==> src/rtl/pnr_map.svh <==
// Purpose: register indices, field positions, reset values and mode codes
// Assumes: byte address of a register is four times its index
// Notes:   definitions only
`ifndef PNR_MAP_SVH
`define PNR_MAP_SVH

// register indices (byte address = index * 4)
`define PNR_IDX_PORT_CTRL   6'h20
`define PNR_IDX_MAN_DATA    6'h21
`define PNR_IDX_NEG_EN      6'h28
`define PNR_IDX_NEG_RESULT  6'h29
`define PNR_IDX_INT_STATUS  6'h2A
`define PNR_IDX_INT_MASK    6'h2B

// port control fields
`define PNR_PC_MANUAL_MODE  7
`define PNR_PC_NEG_ENABLE   6
`define PNR_PC_MANUAL_DIR   1
`define PNR_PC_MANUAL_OE    0

// negotiation enable fields
`define PNR_NE_RSVD_HI      7
`define PNR_NE_SLAVE_ID     6
`define PNR_NE_RSVD_LO      5
`define PNR_NE_EPP          4
`define PNR_NE_RLE          3
`define PNR_NE_ECP          2
`define PNR_NE_REV_BYTE     1
`define PNR_NE_REV_NIBBLE   0
`define PNR_NE_WMASK        8'h5F

// negotiation result fields
`define PNR_NR_OK           7
`define PNR_NR_FAILED       6
`define PNR_NR_TIMEOUT      5
`define PNR_NR_INVALID      4

// interrupt status / mask fields
`define PNR_IS_OK           0
`define PNR_IS_FAILED       1
`define PNR_IS_TIMEOUT      2
`define PNR_IS_INVALID      3

// reset values
`define PNR_RST_BYTE        8'h00
`define PNR_RST_NIB         4'h0

// protocol mode codes
`define PNR_CODE_NIBBLE     4'h0
`define PNR_CODE_BYTE       4'h1
`define PNR_CODE_COMPAT     4'h2
`define PNR_CODE_ECP        4'h3
`define PNR_CODE_ECP_RLE    4'h4
`define PNR_CODE_EPP        4'h5
`define PNR_CODE_SLAVE_ID   4'h6

`endif

==> src/rtl/pnr_pkg.sv <==
// Purpose: shared types of the parallel port negotiation register bank
// Assumes: constants live in pnr_map.svh
// Notes:   types only
package pnr_pkg;

	// negotiation engine states, one-hot
	typedef enum logic [1:0] {
		PNR_ST_IDLE = 2'b01,
		PNR_ST_EVAL = 2'b10
	} pnr_state_t;

endpackage : pnr_pkg

==> src/rtl/pnr_sync.sv <==
// Purpose: two-flop synchroniser for pin inputs
// Assumes: each bit is an independent level
// Notes:   only the second stage may be read outside
`timescale 1ns/1ps
module pnr_sync #(
	parameter int WIDTH = 8
) (
	input  wire logic             pclk,
	input  wire logic             presetn,
	input  wire logic [WIDTH-1:0] async_in,
	output logic      [WIDTH-1:0] sync_out
);
	logic [WIDTH-1:0] meta_reg;

	// first stage feeds only the second one
	always_ff @(posedge pclk or negedge presetn) begin
		if (!presetn) begin
			meta_reg <= '0;
			sync_out <= '0;
		end else begin
			meta_reg <= async_in;
			sync_out <= meta_reg;
		end
	end
endmodule : pnr_sync

==> src/rtl/pnr_neg.sv <==
// Purpose: judges one negotiation request against the enables
// Assumes: request byte uses the negotiation enable bit layout
// Notes:   done is a one-cycle pulse with the outcome flags beside it
`timescale 1ns/1ps
`include "pnr_map.svh"
module pnr_neg (
	input  wire logic       pclk,
	input  wire logic       presetn,
	input  wire logic       req_sync,
	input  wire logic [7:0] req_byte,
	input  wire logic       tmo_sync,
	input  wire logic [7:0] neg_en,
	input  wire logic       glob_en,
	output logic            done,
	output logic            ok,
	output logic            fail,
	output logic            tmo,
	output logic            inval,
	output logic [3:0]      code,
	output logic [3:0]      cur_code,
	output logic            ack
);
	pnr_pkg::pnr_state_t state_reg;
	logic                req_d_reg;
	logic                tmo_d_reg;
	logic [7:0]          byte_reg;
	logic                bad;
	logic                allow;
	logic [3:0]          want;

	// decode of the captured request byte
	always_comb begin
		bad   = byte_reg[`PNR_NE_RSVD_HI] | byte_reg[`PNR_NE_RSVD_LO]
			| ($countones({byte_reg[`PNR_NE_EPP], byte_reg[`PNR_NE_ECP],
			byte_reg[`PNR_NE_REV_BYTE], byte_reg[`PNR_NE_REV_NIBBLE]}) != 1)
			| (byte_reg[`PNR_NE_RLE] & !byte_reg[`PNR_NE_ECP]);
		allow = glob_en & (((byte_reg & `PNR_NE_WMASK) & ~neg_en) == `PNR_RST_BYTE)
			& !(byte_reg[`PNR_NE_SLAVE_ID] & byte_reg[`PNR_NE_EPP]);
		if (byte_reg[`PNR_NE_SLAVE_ID])
			want = `PNR_CODE_SLAVE_ID;
		else if (byte_reg[`PNR_NE_EPP])
			want = `PNR_CODE_EPP;
		else if (byte_reg[`PNR_NE_ECP])
			want = byte_reg[`PNR_NE_RLE] ? `PNR_CODE_ECP_RLE : `PNR_CODE_ECP;
		else if (byte_reg[`PNR_NE_REV_BYTE])
			want = `PNR_CODE_BYTE;
		else
			want = `PNR_CODE_NIBBLE;
	end

	// request capture, evaluation and outcome; a timeout always wins
	always_ff @(posedge pclk or negedge presetn) begin
		if (!presetn) begin
			state_reg <= pnr_pkg::PNR_ST_IDLE;
			{req_d_reg, tmo_d_reg, done, ok, fail, tmo, inval, ack} <= '0;
			byte_reg  <= `PNR_RST_BYTE;
			code      <= `PNR_CODE_COMPAT;
			cur_code  <= `PNR_CODE_COMPAT;
		end else begin
			req_d_reg <= req_sync;
			tmo_d_reg <= tmo_sync;
			{done, ok, fail, tmo, inval} <= '0;
			if (tmo_sync && !tmo_d_reg) begin
				{done, tmo} <= 2'b11;
				code      <= `PNR_CODE_COMPAT;
				cur_code  <= `PNR_CODE_COMPAT;
				ack       <= 1'b0;
				state_reg <= pnr_pkg::PNR_ST_IDLE;
			end else begin
				unique case (state_reg)
					pnr_pkg::PNR_ST_IDLE: begin
						if (req_sync && !req_d_reg) begin
							byte_reg  <= req_byte;
							state_reg <= pnr_pkg::PNR_ST_EVAL;
						end
					end
					pnr_pkg::PNR_ST_EVAL: begin
						done      <= 1'b1;
						state_reg <= pnr_pkg::PNR_ST_IDLE;
						if (bad) begin
							inval    <= 1'b1;
							code     <= `PNR_CODE_COMPAT;
							cur_code <= `PNR_CODE_COMPAT;
							ack      <= 1'b0;
						end else if (allow) begin
							ok       <= 1'b1;
							code     <= want;
							cur_code <= want;
							ack      <= 1'b1;
						end else begin
							fail     <= 1'b1;
							code     <= want;
							cur_code <= `PNR_CODE_COMPAT;
							ack      <= 1'b0;
						end
					end
				endcase
			end
		end
	end
endmodule : pnr_neg

==> src/rtl/pnr_top.sv <==
// Purpose: peripheral parallel port manual data and negotiation registers on APB
// Assumes: APB3 master, pclk 25 MHz, pins asynchronous to pclk
// Notes:   every access takes one wait state; registers sit at index * 4
//
// Chosen here: the APB register port.
`timescale 1ns/1ps
`include "pnr_map.svh"
module pnr_top #(
	parameter int ADDR_W = 8
) (
	input  wire logic              pclk,
	input  wire logic              presetn,
	input  wire logic              psel,
	input  wire logic              penable,
	input  wire logic              pwrite,
	input  wire logic [ADDR_W-1:0] paddr,
	input  wire logic [31:0]       pwdata,
	output logic      [31:0]       prdata,
	output logic                   pready,
	output logic                   pslverr,
	output logic                   irq,
	input  wire logic [7:0]        par_data_in,
	output logic      [7:0]        par_data_out,
	output logic                   par_data_oe,
	input  wire logic              host_neg_req,
	input  wire logic              host_timeout_in,
	output logic                   periph_neg_ack
);
	// synchronised pins
	logic [7:0] par_data_sync;
	logic [1:0] ctl_sync;

	// software visible state
	logic [7:0] port_control_reg;
	logic [7:0] manual_pin_data_reg;
	logic [7:0] neg_enable_reg;
	logic [3:0] neg_flags_reg;
	logic [3:0] neg_code_reg;
	logic [3:0] int_status_reg;
	logic [3:0] int_status_next;
	logic [3:0] int_mask_reg;

	// negotiation engine outcome
	logic       ev_done;
	logic       ev_ok;
	logic       ev_fail;
	logic       ev_tmo;
	logic       ev_inval;
	logic [3:0] ev_code;
	logic [3:0] ev_cur_code;
	logic [3:0] ev_vec;

	// bus decode
	logic       acc_phase;
	logic       acc_done;
	logic       wr_done;
	logic       rd_done;
	logic       hit_any;
	logic [7:0] rd_byte;
	logic       drive_ok;

	// true when the byte address selects the register at this index
	function automatic logic reg_hit(input logic [ADDR_W-1:0] addr, input logic [5:0] idx);
		reg_hit = (addr == ADDR_W'({idx, 2'b00}));
	endfunction : reg_hit

	// data lines and host handshakes pass two flops before any logic sees them
	pnr_sync #(
		.WIDTH(8)
	) u_data_sync (
		.pclk    (pclk),
		.presetn (presetn),
		.async_in(par_data_in),
		.sync_out(par_data_sync)
	);

	pnr_sync #(
		.WIDTH(2)
	) u_ctl_sync (
		.pclk    (pclk),
		.presetn (presetn),
		.async_in({host_timeout_in, host_neg_req}),
		.sync_out(ctl_sync)
	);

	// negotiation judge; the extensibility byte arrives on the data lines
	pnr_neg u_neg (
		.pclk    (pclk),
		.presetn (presetn),
		.req_sync(ctl_sync[0]),
		.req_byte(par_data_sync),
		.tmo_sync(ctl_sync[1]),
		.neg_en  (neg_enable_reg),
		.glob_en (port_control_reg[`PNR_PC_NEG_ENABLE]),
		.done    (ev_done),
		.ok      (ev_ok),
		.fail    (ev_fail),
		.tmo     (ev_tmo),
		.inval   (ev_inval),
		.code    (ev_code),
		.cur_code(ev_cur_code),
		.ack     (periph_neg_ack)
	);

	// APB phases: pready rises in the second access cycle, work is done on the next edge
	assign acc_phase = psel & penable;
	assign acc_done  = acc_phase & pready;
	assign wr_done   = acc_done & pwrite;
	assign rd_done   = acc_done & !pwrite;
	assign hit_any   = reg_hit(paddr, `PNR_IDX_PORT_CTRL) | reg_hit(paddr, `PNR_IDX_MAN_DATA)
		| reg_hit(paddr, `PNR_IDX_NEG_EN) | reg_hit(paddr, `PNR_IDX_NEG_RESULT)
		| reg_hit(paddr, `PNR_IDX_INT_STATUS) | reg_hit(paddr, `PNR_IDX_INT_MASK);

	// wait state generator; pslverr flags an unmapped address with pready
	always_ff @(posedge pclk or negedge presetn) begin
		if (!presetn) begin
			pready  <= 1'b0;
			pslverr <= 1'b0;
		end else begin
			pready  <= acc_phase & !pready;
			pslverr <= acc_phase & !pready & !hit_any;
		end
	end

	// read multiplexer, narrow registers sit in the low byte
	always_comb begin
		rd_byte = `PNR_RST_BYTE;
		if (reg_hit(paddr, `PNR_IDX_PORT_CTRL))
			rd_byte = port_control_reg;
		else if (reg_hit(paddr, `PNR_IDX_MAN_DATA))
			rd_byte = par_data_sync;
		else if (reg_hit(paddr, `PNR_IDX_NEG_EN))
			rd_byte = neg_enable_reg;
		else if (reg_hit(paddr, `PNR_IDX_NEG_RESULT))
			rd_byte = {neg_flags_reg, neg_code_reg};
		else if (reg_hit(paddr, `PNR_IDX_INT_STATUS))
			rd_byte = {4'h0, int_status_reg};
		else if (reg_hit(paddr, `PNR_IDX_INT_MASK))
			rd_byte = {4'h0, int_mask_reg};
	end

	// read data are captured together with pready and held for the completing edge
	always_ff @(posedge pclk or negedge presetn) begin
		if (!presetn)
			prdata <= 32'h0000_0000;
		else if (acc_phase && !pready && !pwrite)
			prdata <= {24'h00_0000, rd_byte};
		else if (acc_done)
			prdata <= 32'h0000_0000;
	end

	// port control: manual drive and global negotiation enable
	always_ff @(posedge pclk or negedge presetn) begin
		if (!presetn)
			port_control_reg <= `PNR_RST_BYTE;
		else if (wr_done && reg_hit(paddr, `PNR_IDX_PORT_CTRL))
			port_control_reg <= pwdata[7:0];
	end

	// manual data holds the last written byte; reads show the pins instead
	always_ff @(posedge pclk or negedge presetn) begin
		if (!presetn)
			manual_pin_data_reg <= `PNR_RST_BYTE;
		else if (wr_done && reg_hit(paddr, `PNR_IDX_MAN_DATA))
			manual_pin_data_reg <= pwdata[7:0];
	end

	// negotiation enables; bit 7 and bit 5 are held at zero by the write mask
	always_ff @(posedge pclk or negedge presetn) begin
		if (!presetn)
			neg_enable_reg <= `PNR_RST_BYTE;
		else if (wr_done && reg_hit(paddr, `PNR_IDX_NEG_EN))
			neg_enable_reg <= pwdata[7:0] & `PNR_NE_WMASK;
	end

	// all three manual controls must be set before the pins are driven
	assign drive_ok = port_control_reg[`PNR_PC_MANUAL_MODE]
		& port_control_reg[`PNR_PC_MANUAL_DIR]
		& port_control_reg[`PNR_PC_MANUAL_OE];

	// pin drivers registered so the outputs come from flops; one cycle behind the registers
	always_ff @(posedge pclk or negedge presetn) begin
		if (!presetn) begin
			par_data_out <= `PNR_RST_BYTE;
			par_data_oe  <= 1'b0;
		end else begin
			par_data_out <= manual_pin_data_reg;
			par_data_oe  <= drive_ok;
		end
	end

	// outcome flags: a new attempt replaces all four flags, so only the
	// latest outcome is shown; writing ones clears flags unless an attempt lands
	always_ff @(posedge pclk or negedge presetn) begin
		if (!presetn) begin
			neg_flags_reg <= `PNR_RST_NIB;
		end else if (ev_done) begin
			neg_flags_reg <= {ev_ok, ev_fail, ev_tmo, ev_inval};
		end else if (wr_done && reg_hit(paddr, `PNR_IDX_NEG_RESULT)) begin
			neg_flags_reg <= neg_flags_reg & ~pwdata[7:4];
		end
	end

	// code field follows the engine; it shows the attempted mode after a failure
	always_ff @(posedge pclk or negedge presetn) begin
		if (!presetn)
			neg_code_reg <= `PNR_CODE_COMPAT;
		else if (ev_done)
			neg_code_reg <= ev_fail ? ev_code : ev_cur_code;
	end

	// event vector in interrupt bit order
	always_comb begin
		ev_vec = `PNR_RST_NIB;
		ev_vec[`PNR_IS_OK]      = ev_done & ev_ok;
		ev_vec[`PNR_IS_FAILED]  = ev_done & ev_fail;
		ev_vec[`PNR_IS_TIMEOUT] = ev_done & ev_tmo;
		ev_vec[`PNR_IS_INVALID] = ev_done & ev_inval;
	end

	// sticky status cleared by read; a new event in the read cycle survives
	always_comb begin
		int_status_next = int_status_reg;
		if (rd_done && reg_hit(paddr, `PNR_IDX_INT_STATUS))
			int_status_next = `PNR_RST_NIB;
		int_status_next = int_status_next | ev_vec;
	end

	always_ff @(posedge pclk or negedge presetn) begin
		if (!presetn)
			int_status_reg <= `PNR_RST_NIB;
		else
			int_status_reg <= int_status_next;
	end

	// interrupt mask, a one enables the matching status bit
	always_ff @(posedge pclk or negedge presetn) begin
		if (!presetn)
			int_mask_reg <= `PNR_RST_NIB;
		else if (wr_done && reg_hit(paddr, `PNR_IDX_INT_MASK))
			int_mask_reg <= pwdata[3:0];
	end

	// level interrupt from a flop fed by the next status, so it changes in the same cycle as the status
	always_ff @(posedge pclk or negedge presetn) begin
		if (!presetn)
			irq <= 1'b0;
		else
			irq <= |(int_status_next & int_mask_reg);
	end
endmodule : pnr_top

==> config.mk <==
export PLATFORM = sky130hd
export DESIGN_NAME = pnr_top
export DESIGN_NICKNAME = d
export VERILOG_FILES = /design/src/rtl/pnr_pkg.sv /design/src/rtl/pnr_sync.sv /design/src/rtl/pnr_neg.sv /design/src/rtl/pnr_top.sv
export VERILOG_INCLUDE_DIRS = /design/src /design/src/rtl
export SDC_FILE = /design/constraint.sdc
export NUM_CORES = 1
export LEC_CHECK = 0
export BUFFER_PORTS_ARGS = -buffer_cell sky130_fd_sc_hd__buf_2
export CAP_MARGIN = 20
export CORE_ASPECT_RATIO = 1.4
export CORE_MARGIN = 2
export CORE_UTILIZATION = 58
export DETAILED_ROUTE_END_ITERATION = 8
export GPL_ROUTABILITY_DRIVEN = 0
export HOLD_SLACK_MARGIN = 0.15
export PLACE_DENSITY_LB_ADDON = 0.2
export SLEW_MARGIN = 20
export SYNTH_ARGS = -nofsm -noshare
export SYNTH_HDL_FRONTEND = slang
export SYNTH_SLANG_ARGS = --single-unit
==> constraint.sdc <==
create_clock -name pclk -period 4.8 [get_ports pclk]
set_clock_uncertainty 0.05 [all_clocks]
set_input_delay 0.24 -clock pclk [delete_from_list [all_inputs] [get_ports pclk]]
set_output_delay 0.24 -clock pclk [all_outputs]
set_load 0.02 [all_outputs]
==> results of run 1 <==
-- area by class of cell --
type,count,area (um2),area share
flip-flops and latches,101,2530,0.509
well taps,97,121,0.0244
inverters,11,41.3,0.00831
multi-input cells,207,1610,0.325
clock buffers,11,141,0.0284
repair buffers,74,485,0.0977
clock inverters,5,35.0,0.00705
-- power by group through the flow --
stage | Combinational (mW) | Sequential (mW) | Clock [mW]
final | 0.357 | 1.05 | 0.483
after global routing | 0.402 | 1.07 | 0.536
after CTS | 0.364 | 1.05 | 0.500
after detailed placement | 0.350 | 1.07 | 0
after global placement | 0.328 | 1.07 | 0
after floorplan | 0.292 | 1.02 | 0
-- stage by stage --
step                power (mW)  worst slack, ps
finish                    1.89             2020
global route              2.01             1910
CTS                       1.92             1980
detailed placement        1.42             2000
global placement          1.39             2080
floorplan                 1.31             2210
-- worst register-to-register path, stage by stage, from the launching register on --
cell and delay, ps:
dfrtp_1 460, ha_1 320, ha_1 200, fa_1 430
or4b_4 500, nor3_4 210, nand3_4 150, o41ai_2 350
-- synthesized netlist by cell type (4+ instances only) --
library cell	n
nor2_1	9
buf_4	25
a22o_1	7
o31ai_1	4
a31oi_1	4
a21oi_1	4
inv_1	11
and3_1	6
mux2i_1	16
clkbuf_1	5
dfstp_2	4
a22oi_1	4
o21ai_0	6
nand3_1	6
dfrtp_1	97
nand2_1	18
nor2b_1	5
mux2_2	36
-- timing repair --
action,CTS,global route
endpoints found under the setup margin,0,0
hold endpoints to repair,68,0
hold buffers,22,0
-- worst min-delay path by stage --
| stage | to | slack [ps] | cells after the start |
|---|---|---|---|
| after floorplan | int_mask_reg[0]$_DFFE_PN0P_ | -110 | 0 |
| after global placement | irq$_DFF_PN0_ | 130 | 1 |
| after detailed placement | pready$_DFF_PN0_ | 140 | 1 |
| after CTS | pslverr$_DFF_PN0_ | 200 | 3 |
| after global routing | pslverr$_DFF_PN0_ | 210 | 3 |
| final | pslverr$_DFF_PN0_ | 230 | 3 |
-- cell families (layout without fill, tap and decap cells) --
kind of cell,Yosys count,count (layout),synth area share
buffers and inverters,42,101,0.0586
AO/OA/AOI/OAI,52,52,0.0946
multiplexers,53,53,0.136
other,1,24,0.000869
flip-flops,101,101,0.587
AND/OR/NAND/NOR,74,74,0.109
adder cells (fa/ha/maj),4,4,0.0133
-- layer usage --
metal	GRT usage	routed length (um)	up-vias
li1	-	-	1283
met2	0.363	4360	83
met1	0.271	3380	1363
met3	0.0501	361	13
met4	0.104	206	0
met5	0	0	-
==> impl_metrics.tcl, run 1 <==
set metrics [dict create \
    track_usage 0.219 \
    final_cell_mix "97 x dfrtp_1, 50 x buf_2, 36 x mux2_2" \
    fin_area_um2 4970 \
    crit_path_start_kind "flip-flop" \
    yosysSeqAreaShare 0.587 \
    grt_pass1_vias 2697 \
    final_common_cell "dfrtp_1" \
    synth.top_cells.by_area "dfrtp_1 56%, mux2_2 9.4%, buf_4 4.4%" \
    grt_max_degree 72 \
    pwr-share-comb 0.189 \
    nFillCells 555 \
    rrSetupSlack_ps 2020 \
    maxSlewViolCount 0 \
    syn-cell-area_um2 4310 \
    p_leak_nw 2.45 \
    cts_sinks 101 \
    path_class "flip-flop to flip-flop" \
    cts_tree "yes" \
    finalNetCount 463 \
    cpMostUsedCell "ha_1" \
    num_vias 2742 \
    timing.rr.start "u_neg.byte_reg[2]$_DFFE_PN0P_" \
    rsz0062_at_grt "no" \
    portBuffers 51 \
    antenna_left 0 \
    netSwitchingFraction 0.302 \
    rows 37 \
    synth-edff-count 0 \
    antennaDiodeCount 0 \
    area_growth_pct 15.3 \
    path_buf_inv 0 \
    reg2reg_to "u_neg.cur_code[0]$_DFFE_PN0N_" \
    arrival_ps 2980 \
    drt_iter0_markers 192 \
    cp_slowest_cell "or4b_4" \
    endpoint "u_neg.cur_code[0]$_DFFE_PN0N_" \
    hold_viol_final 0 \
    synthFlopType "dfrtp_1" \
    antenna_found_initial 0 \
    startpoint "u_neg.byte_reg[2]$_DFFE_PN0P_" \
    status "finished, final reports clean" \
    die_h_um 106 \
    cts_buffers 9 \
    clk_pin_slew_ps 90 \
    setup_tns_ps 0 \
    viasPerCell 5.42 \
    placed_area_um2 4570 \
    core_um2 7270 \
    worstHoldStart "paddr[0]" \
    synth-seq-cells 101 \
    grt_pass1_wl_um 13400 \
    clk-insertion-delay-late_ps 360 \
    die-width_um 76.9 \
    async_reset_ff_frac 1.00 \
    power_per_cell_area_nw_per_um2 381 \
    synth_cell_types 59 \
    drive_above_1_share 0.308 \
    wl_per_cell_um 16.4 \
    post-route-util 0.684 \
    cts_resized 0 \
    tightest_slew_ps 841 \
    hp-class "input pin to flip-flop" \
    clock-root-buffer "clkbuf_8" \
    netlist_instances 327 \
    synth_top_area_share 0.563 \
    endpoint_kind "flip-flop" \
    p_sw_uw 572 \
    grt-ovfl-total 0 \
    drtPass1Iterations 4 \
    peakVddDrop_uv 278 \
    clock_path_buffers 2 \
    avgSynthCellArea_um2 13.2 \
    ys.warnings.count 0 \
    crit_chain "ha_1, ha_1, fa_1, or4b_4, nor3_4, nand3_4, o41ai_2" \
    intPower_mw 1.32 \
    timing.final.crit_share 0.579 \
    cp.required_ps 5000 \
    die_area_um2 8150 \
    cp.depth 7 \
    rr_worst_depth 7 \
    start_util 0.593 \
    num_io_pins 100 \
    setup_viol 0 \
    hold_ws_ps 226 \
    slowest_delay_ps 500 \
    p_seq_frac 0.557 \
    crit_family "adder cells" \
    stdcell_count 506 \
    totalWireLength_um 8310 \
    yosysTopAreaCell "dfrtp_1" \
    placed_cells_incl_taps 468 \
    cap_violations 0 \
    dpl.hpwl_um 5990 \
    min_period_ps 2780 \
    worstPathMaxFanout 9 \
    clock.fmax_ghz 0.360 \
    post_cts_buffers 0 \
    htreeDepth 3 \
    slew_headroom 0.439 \
    drc 0 \
    clockPowerShare 0.255 \
]
(Power assumes the default switching activity.)
==> run 2, diff against run 1 <==
CORE_UTILIZATION = 53   (was 58)
clock period = 2.7 ns   (was 4.8 ns; I/O delays follow)
==> impl_metrics.tcl, run 2 (synthesis gave the netlist of run 1 again) <==
set metrics [dict create \
    status "finished, final reports clean" \
    pwr-share-comb 0.213 \
    die-width_um 80.2 \
    totalWireLength_um 8680 \
    placed_area_um2 4610 \
    core_um2 7850 \
    grt_pass1_vias 2818 \
    clk_pin_slew_ps 100 \
    stdcell_count 519 \
    grt_max_degree 65 \
    multi_input_area_um2 1640 \
    antenna_found_initial 0 \
    cp_slowest_cell "or4b_4" \
    slew_headroom 0.540 \
    path_class "flip-flop to flip-flop" \
    crit_chain "ha_1, ha_2, fa_1, or4b_4, nor3_4, nand3_4, o32a_1" \
    fin_area_um2 5110 \
    fin_total_pwr_mw 3.53 \
    rrSetupSlack_ps 30 \
    wl_per_cell_um 16.7 \
    hp-class "input pin to asynchronous set/reset pin" \
    crit_path_start_kind "flip-flop" \
    tightest_slew_ps 690 \
    clk-insertion-delay-late_ps 370 \
    die_h_um 111 \
    cts_buffers 9 \
    crit_family "adder cells" \
    nFillCells 613 \
    drtPass1Iterations 4 \
    dpl.hpwl_um 6120 \
    cap_violations 0 \
    p_sw_mw 1.08 \
    grt-ovfl-total 0 \
    viasPerCell 5.31 \
    portBuffers 51 \
    start_util 0.550 \
    hold_ws_ps 209 \
    regArea_um2 2530 \
    arrival_ps 2920 \
    hold_viol_final 0 \
    grt_pass1_wl_um 14000 \
    cp.required_ps 2940 \
    cts_sinks 101 \
    intPower_mw 2.45 \
    min_period_ps 2670 \
    clock.fmax_ghz 0.374 \
    num_io_pins 100 \
    maxSlewViolCount 0 \
    drt_iter0_markers 148 \
    num_vias 2756 \
    die_area_um2 8890 \
    cts_tree "yes" \
    drc 0 \
    endpoint_kind "flip-flop" \
    track_usage 0.211 \
    clock-root-buffer "clkbuf_8" \
    p_seq_frac 0.525 \
    clock_path_buffers 2 \
    clockPowerShare 0.262 \
    power_per_cell_area_nw_per_um2 691 \
    peakVddDrop_uv 513 \
    worstPathMaxFanout 5 \
    final_cell_mix "97 x dfrtp_1, 50 x buf_2, 36 x mux2_2" \
    htreeDepth 3 \
    setup_viol 0 \
    rows 38 \
    path_buf_inv 0 \
    placed_cells_incl_taps 474 \
    p_leak_nw 2.51 \
    slowest_delay_ps 500 \
    drive_above_1_share 0.327 \
    antennaDiodeCount 0 \
    final_common_cell "dfrtp_1" \
    rsz0062_at_grt "yes" \
    antenna_left 0 \
    finalNetCount 473 \
    netSwitchingFraction 0.307 \
    area_growth_pct 18.5 \
    timing.final.crit_share 0.989 \
]
## run 2: layer usage
metal,global-route usage,share of wire,vias up
met5,0,0,-
met4,0.0983,0.027,0
met3,0.0391,0.038,15
met2,0.357,0.53,66
met1,0.258,0.41,1368
li1,-,-,1307
## run 2: per-stage QoR
step / util / TNS, ps / setup slack [ps]
3_5_place_dp: 0.588 / -18.3 / -18.3
5_1_grt: 0.651 / -134 / -38.0
3_3_place_gp: 0.588 / 0 / 53.8
6_report: 0.651 / 0 / 28.7
2_1_floorplan: - / 0 / 115
4_1_cts: 0.649 / -77.0 / -35.1
## run 2: timing repair
action / CTS / global route
cloned: 1 / 0
setup buffers: 2 / 0
hold endpoints to repair: 151 / 0
pin swaps: 4 / 3
setup endpoints to repair: 2 / 9
hold buffers: 26 / 0
gates resized for setup: 1 / 3
## run 2: final cells by class
type / instances / area share
tap: 100 / 0.0245
multi-input combinational: 208 / 0.321
sequential: 101 / 0.496
timing repair buffer: 83 / 0.113
clock inverter: 5 / 0.00808
inverter: 11 / 0.00808
clock buffer: 11 / 0.0296
## run 2: path summary, 6_finish.rpt
kind / start / to / cells past startpoint
max: u_neg.byte_reg[0]$_DFFE_PN0P_ / u_neg.cur_code[1]$_DFFE_PN1N_ / 7
min: presetn / int_status_reg[0]$_DFF_PN0_ / 2
max reg2reg: u_neg.byte_reg[0]$_DFFE_PN0P_ / u_neg.cur_code[1]$_DFFE_PN1N_ / 7
min reg2reg: u_data_sync.meta_reg[0]$_DFF_PN0_ / u_data_sync.sync_out[0]$_DFF_PN0_ / 0
max in group asynchronous: presetn / manual_pin_data_reg[4]$_DFFE_PN0P_ / 3
min in group pclk: paddr[4] / prdata[6]$_DFFE_PN0P_ / 4
## run 2: power groups by stage
| stage | logic, mW | clock network [mW] | registers [mW] |
|---|---|---|---|
| after detailed placement | 0.679 | 0 | 1.88 |
| after global routing | 0.841 | 1.01 | 1.88 |
| after global placement | 0.643 | 0 | 1.88 |
| final | 0.752 | 0.924 | 1.85 |
| after floorplan | 0.519 | 0 | 1.81 |
| after CTS | 0.757 | 0.956 | 1.85 |
==> run 3, diff against run 2 <==
PLACE_DENSITY = 0.9   (was unset)
PLACE_DENSITY_LB_ADDON = unset   (was 0.2)
==> impl_metrics.tcl, run 3 (synthesis gave the netlist of run 1 again) <==
set metrics [dict create \
    status "complete, but fails checks" \
    failed_checks "setup timing" \
    peakVddDrop_uv 475 \
    die_area_um2 8890 \
    die-width_um 80.2 \
    area_growth_pct 17.7 \
    setup_tns_ps -0.725 \
    regArea_um2 2530 \
    setup_viol 1 \
    num_vias 2969 \
    rows 38 \
    drtPass1Iterations 5 \
    viasPerCell 5.73 \
    timing.final.crit_share 1.00 \
    final_cell_mix "97 x dfrtp_1, 50 x buf_2, 36 x mux2_2" \
    dpl.hpwl_um 6240 \
    htreeDepth 3 \
    wl_per_cell_um 17.7 \
    core_um2 7850 \
    grt_max_degree 61 \
    rsz0062_at_grt "yes" \
    final_common_cell "dfrtp_1" \
    placed_area_um2 4610 \
    rr_worst_depth 7 \
    grt_pass1_wl_um 14400 \
    portBuffers 51 \
    clock-root-buffer "clkbuf_8" \
    die_h_um 111 \
    crit_path_start_kind "flip-flop" \
    antennaDiodeCount 0 \
    drive_above_1_share 0.323 \
    cap_violations 0 \
    clock_path_buffers 2 \
    clock.fmax_ghz 0.370 \
    num_io_pins 100 \
    multi_input_area_um2 1630 \
    nFillCells 565 \
    fin_total_pwr_mw 3.52 \
    endpoint_kind "flip-flop" \
    stdcell_count 518 \
    finalNetCount 472 \
    antenna_found_initial 0 \
    drc 0 \
    start_util 0.550 \
    path_class "flip-flop to flip-flop" \
    hold_viol_final 0 \
    clk_pin_slew_ps 100 \
    grt_pass1_vias 3021 \
    maxSlewViolCount 0 \
    hp-class "input pin to flip-flop" \
    cp.required_ps 2950 \
    cts_tree "yes" \
    clk-insertion-delay-late_ps 370 \
    placed_cells_incl_taps 474 \
    tightest_slew_ps 741 \
    fin_ws_ps -0.725 \
    worstPathMaxFanout 5 \
    antenna_left 0 \
    track_usage 0.215 \
    p_leak_nw 2.50 \
    arrival_ps 2950 \
    hold_depth 3 \
    drt_iter0_markers 318 \
    power_per_cell_area_nw_per_um2 694 \
    cts_sinks 101 \
    slew_headroom 0.506 \
    hold_ws_ps 188 \
    fin_area_um2 5080 \
    cts_buffers 9 \
    min_period_ps 2700 \
    grt-ovfl-total 0 \
    totalWireLength_um 9150 \
]
## run 3: cell types whose count changed in the layout (fill, tap and decap cells not counted)
cell           delta
clkinvlp_4        -1
o31ai_1           +2
clkbuf_8          -2
o31ai_2           -2
clkinv_2          +1
inv_6             +1
clkinv_4          +1
dlygate4sd3_1     -1
## run 3: worst max-delay path, stage by stage, from the launching register on
cell     delay [ps]
dfrtp_1         400
ha_1            320
ha_2            190
fa_1            440
or4b_4          500
nor3_4          240
nand3_4         130
o32a_1          360
## run 3: worst paths after layout
path | start | to | slack, ps
min reg2reg | u_ctl_sync.meta_reg[0]$_DFF_PN0_ | u_ctl_sync.sync_out[0]$_DFF_PN0_ | 300
min | paddr[1] | pslverr$_DFF_PN0_ | 190
max reg2reg | u_neg.byte_reg[2]$_DFFE_PN0P_ | u_neg.cur_code[1]$_DFFE_PN1N_ | -0.7
max | u_neg.byte_reg[2]$_DFFE_PN0P_ | u_neg.cur_code[1]$_DFFE_PN1N_ | -0.7
min in group asynchronous | presetn | par_data_out[1]$_DFF_PN0_ | 310
max in group asynchronous | presetn | u_neg.code[1]$_DFFE_PN1N_ | 1540
## run 3: layout make-up
class / count / share of cell area
clock inverter: 7 / 0.0111
tap: 100 / 0.0246
inverter: 11 / 0.00813
clock buffer: 9 / 0.0244
sequential: 101 / 0.499
timing repair buffer: 82 / 0.111
multi-input combinational: 208 / 0.321
## run 3: timing repair
item                                    CTS  global route
hold buffers                             25             0
hold endpoints to repair                108             0
pin swaps                                 0             2
cloned                                    0             1
endpoints found under the setup margin    2             6
setup buffers                             1             1
resized for setup                         0             2
## run 3: metrics by stage
stage                util  setup slack (ps)
floorplan               -               115
global placement    0.588              75.6
detailed placement  0.588             -4.40
CTS                 0.644             0.740
global route        0.647             -95.6
finish              0.647            -0.725
## run 3: report_power, final
part	internal [mW]	leakage, nW	total (mW)	switching [mW]
Combinational	0.365	1.10	0.767	0.401
Sequential	1.68	1.31	1.86	0.179
Clock	0.350	0.0963	0.892	0.542
## run 3: layer usage
layer  share of wire  global-route usage  vias up
met1            0.38               0.248     1456
met3           0.053              0.0464       48
met2            0.52               0.354      157
met4           0.056               0.137        0
li1                -                   -     1308
met5               0                   0        -
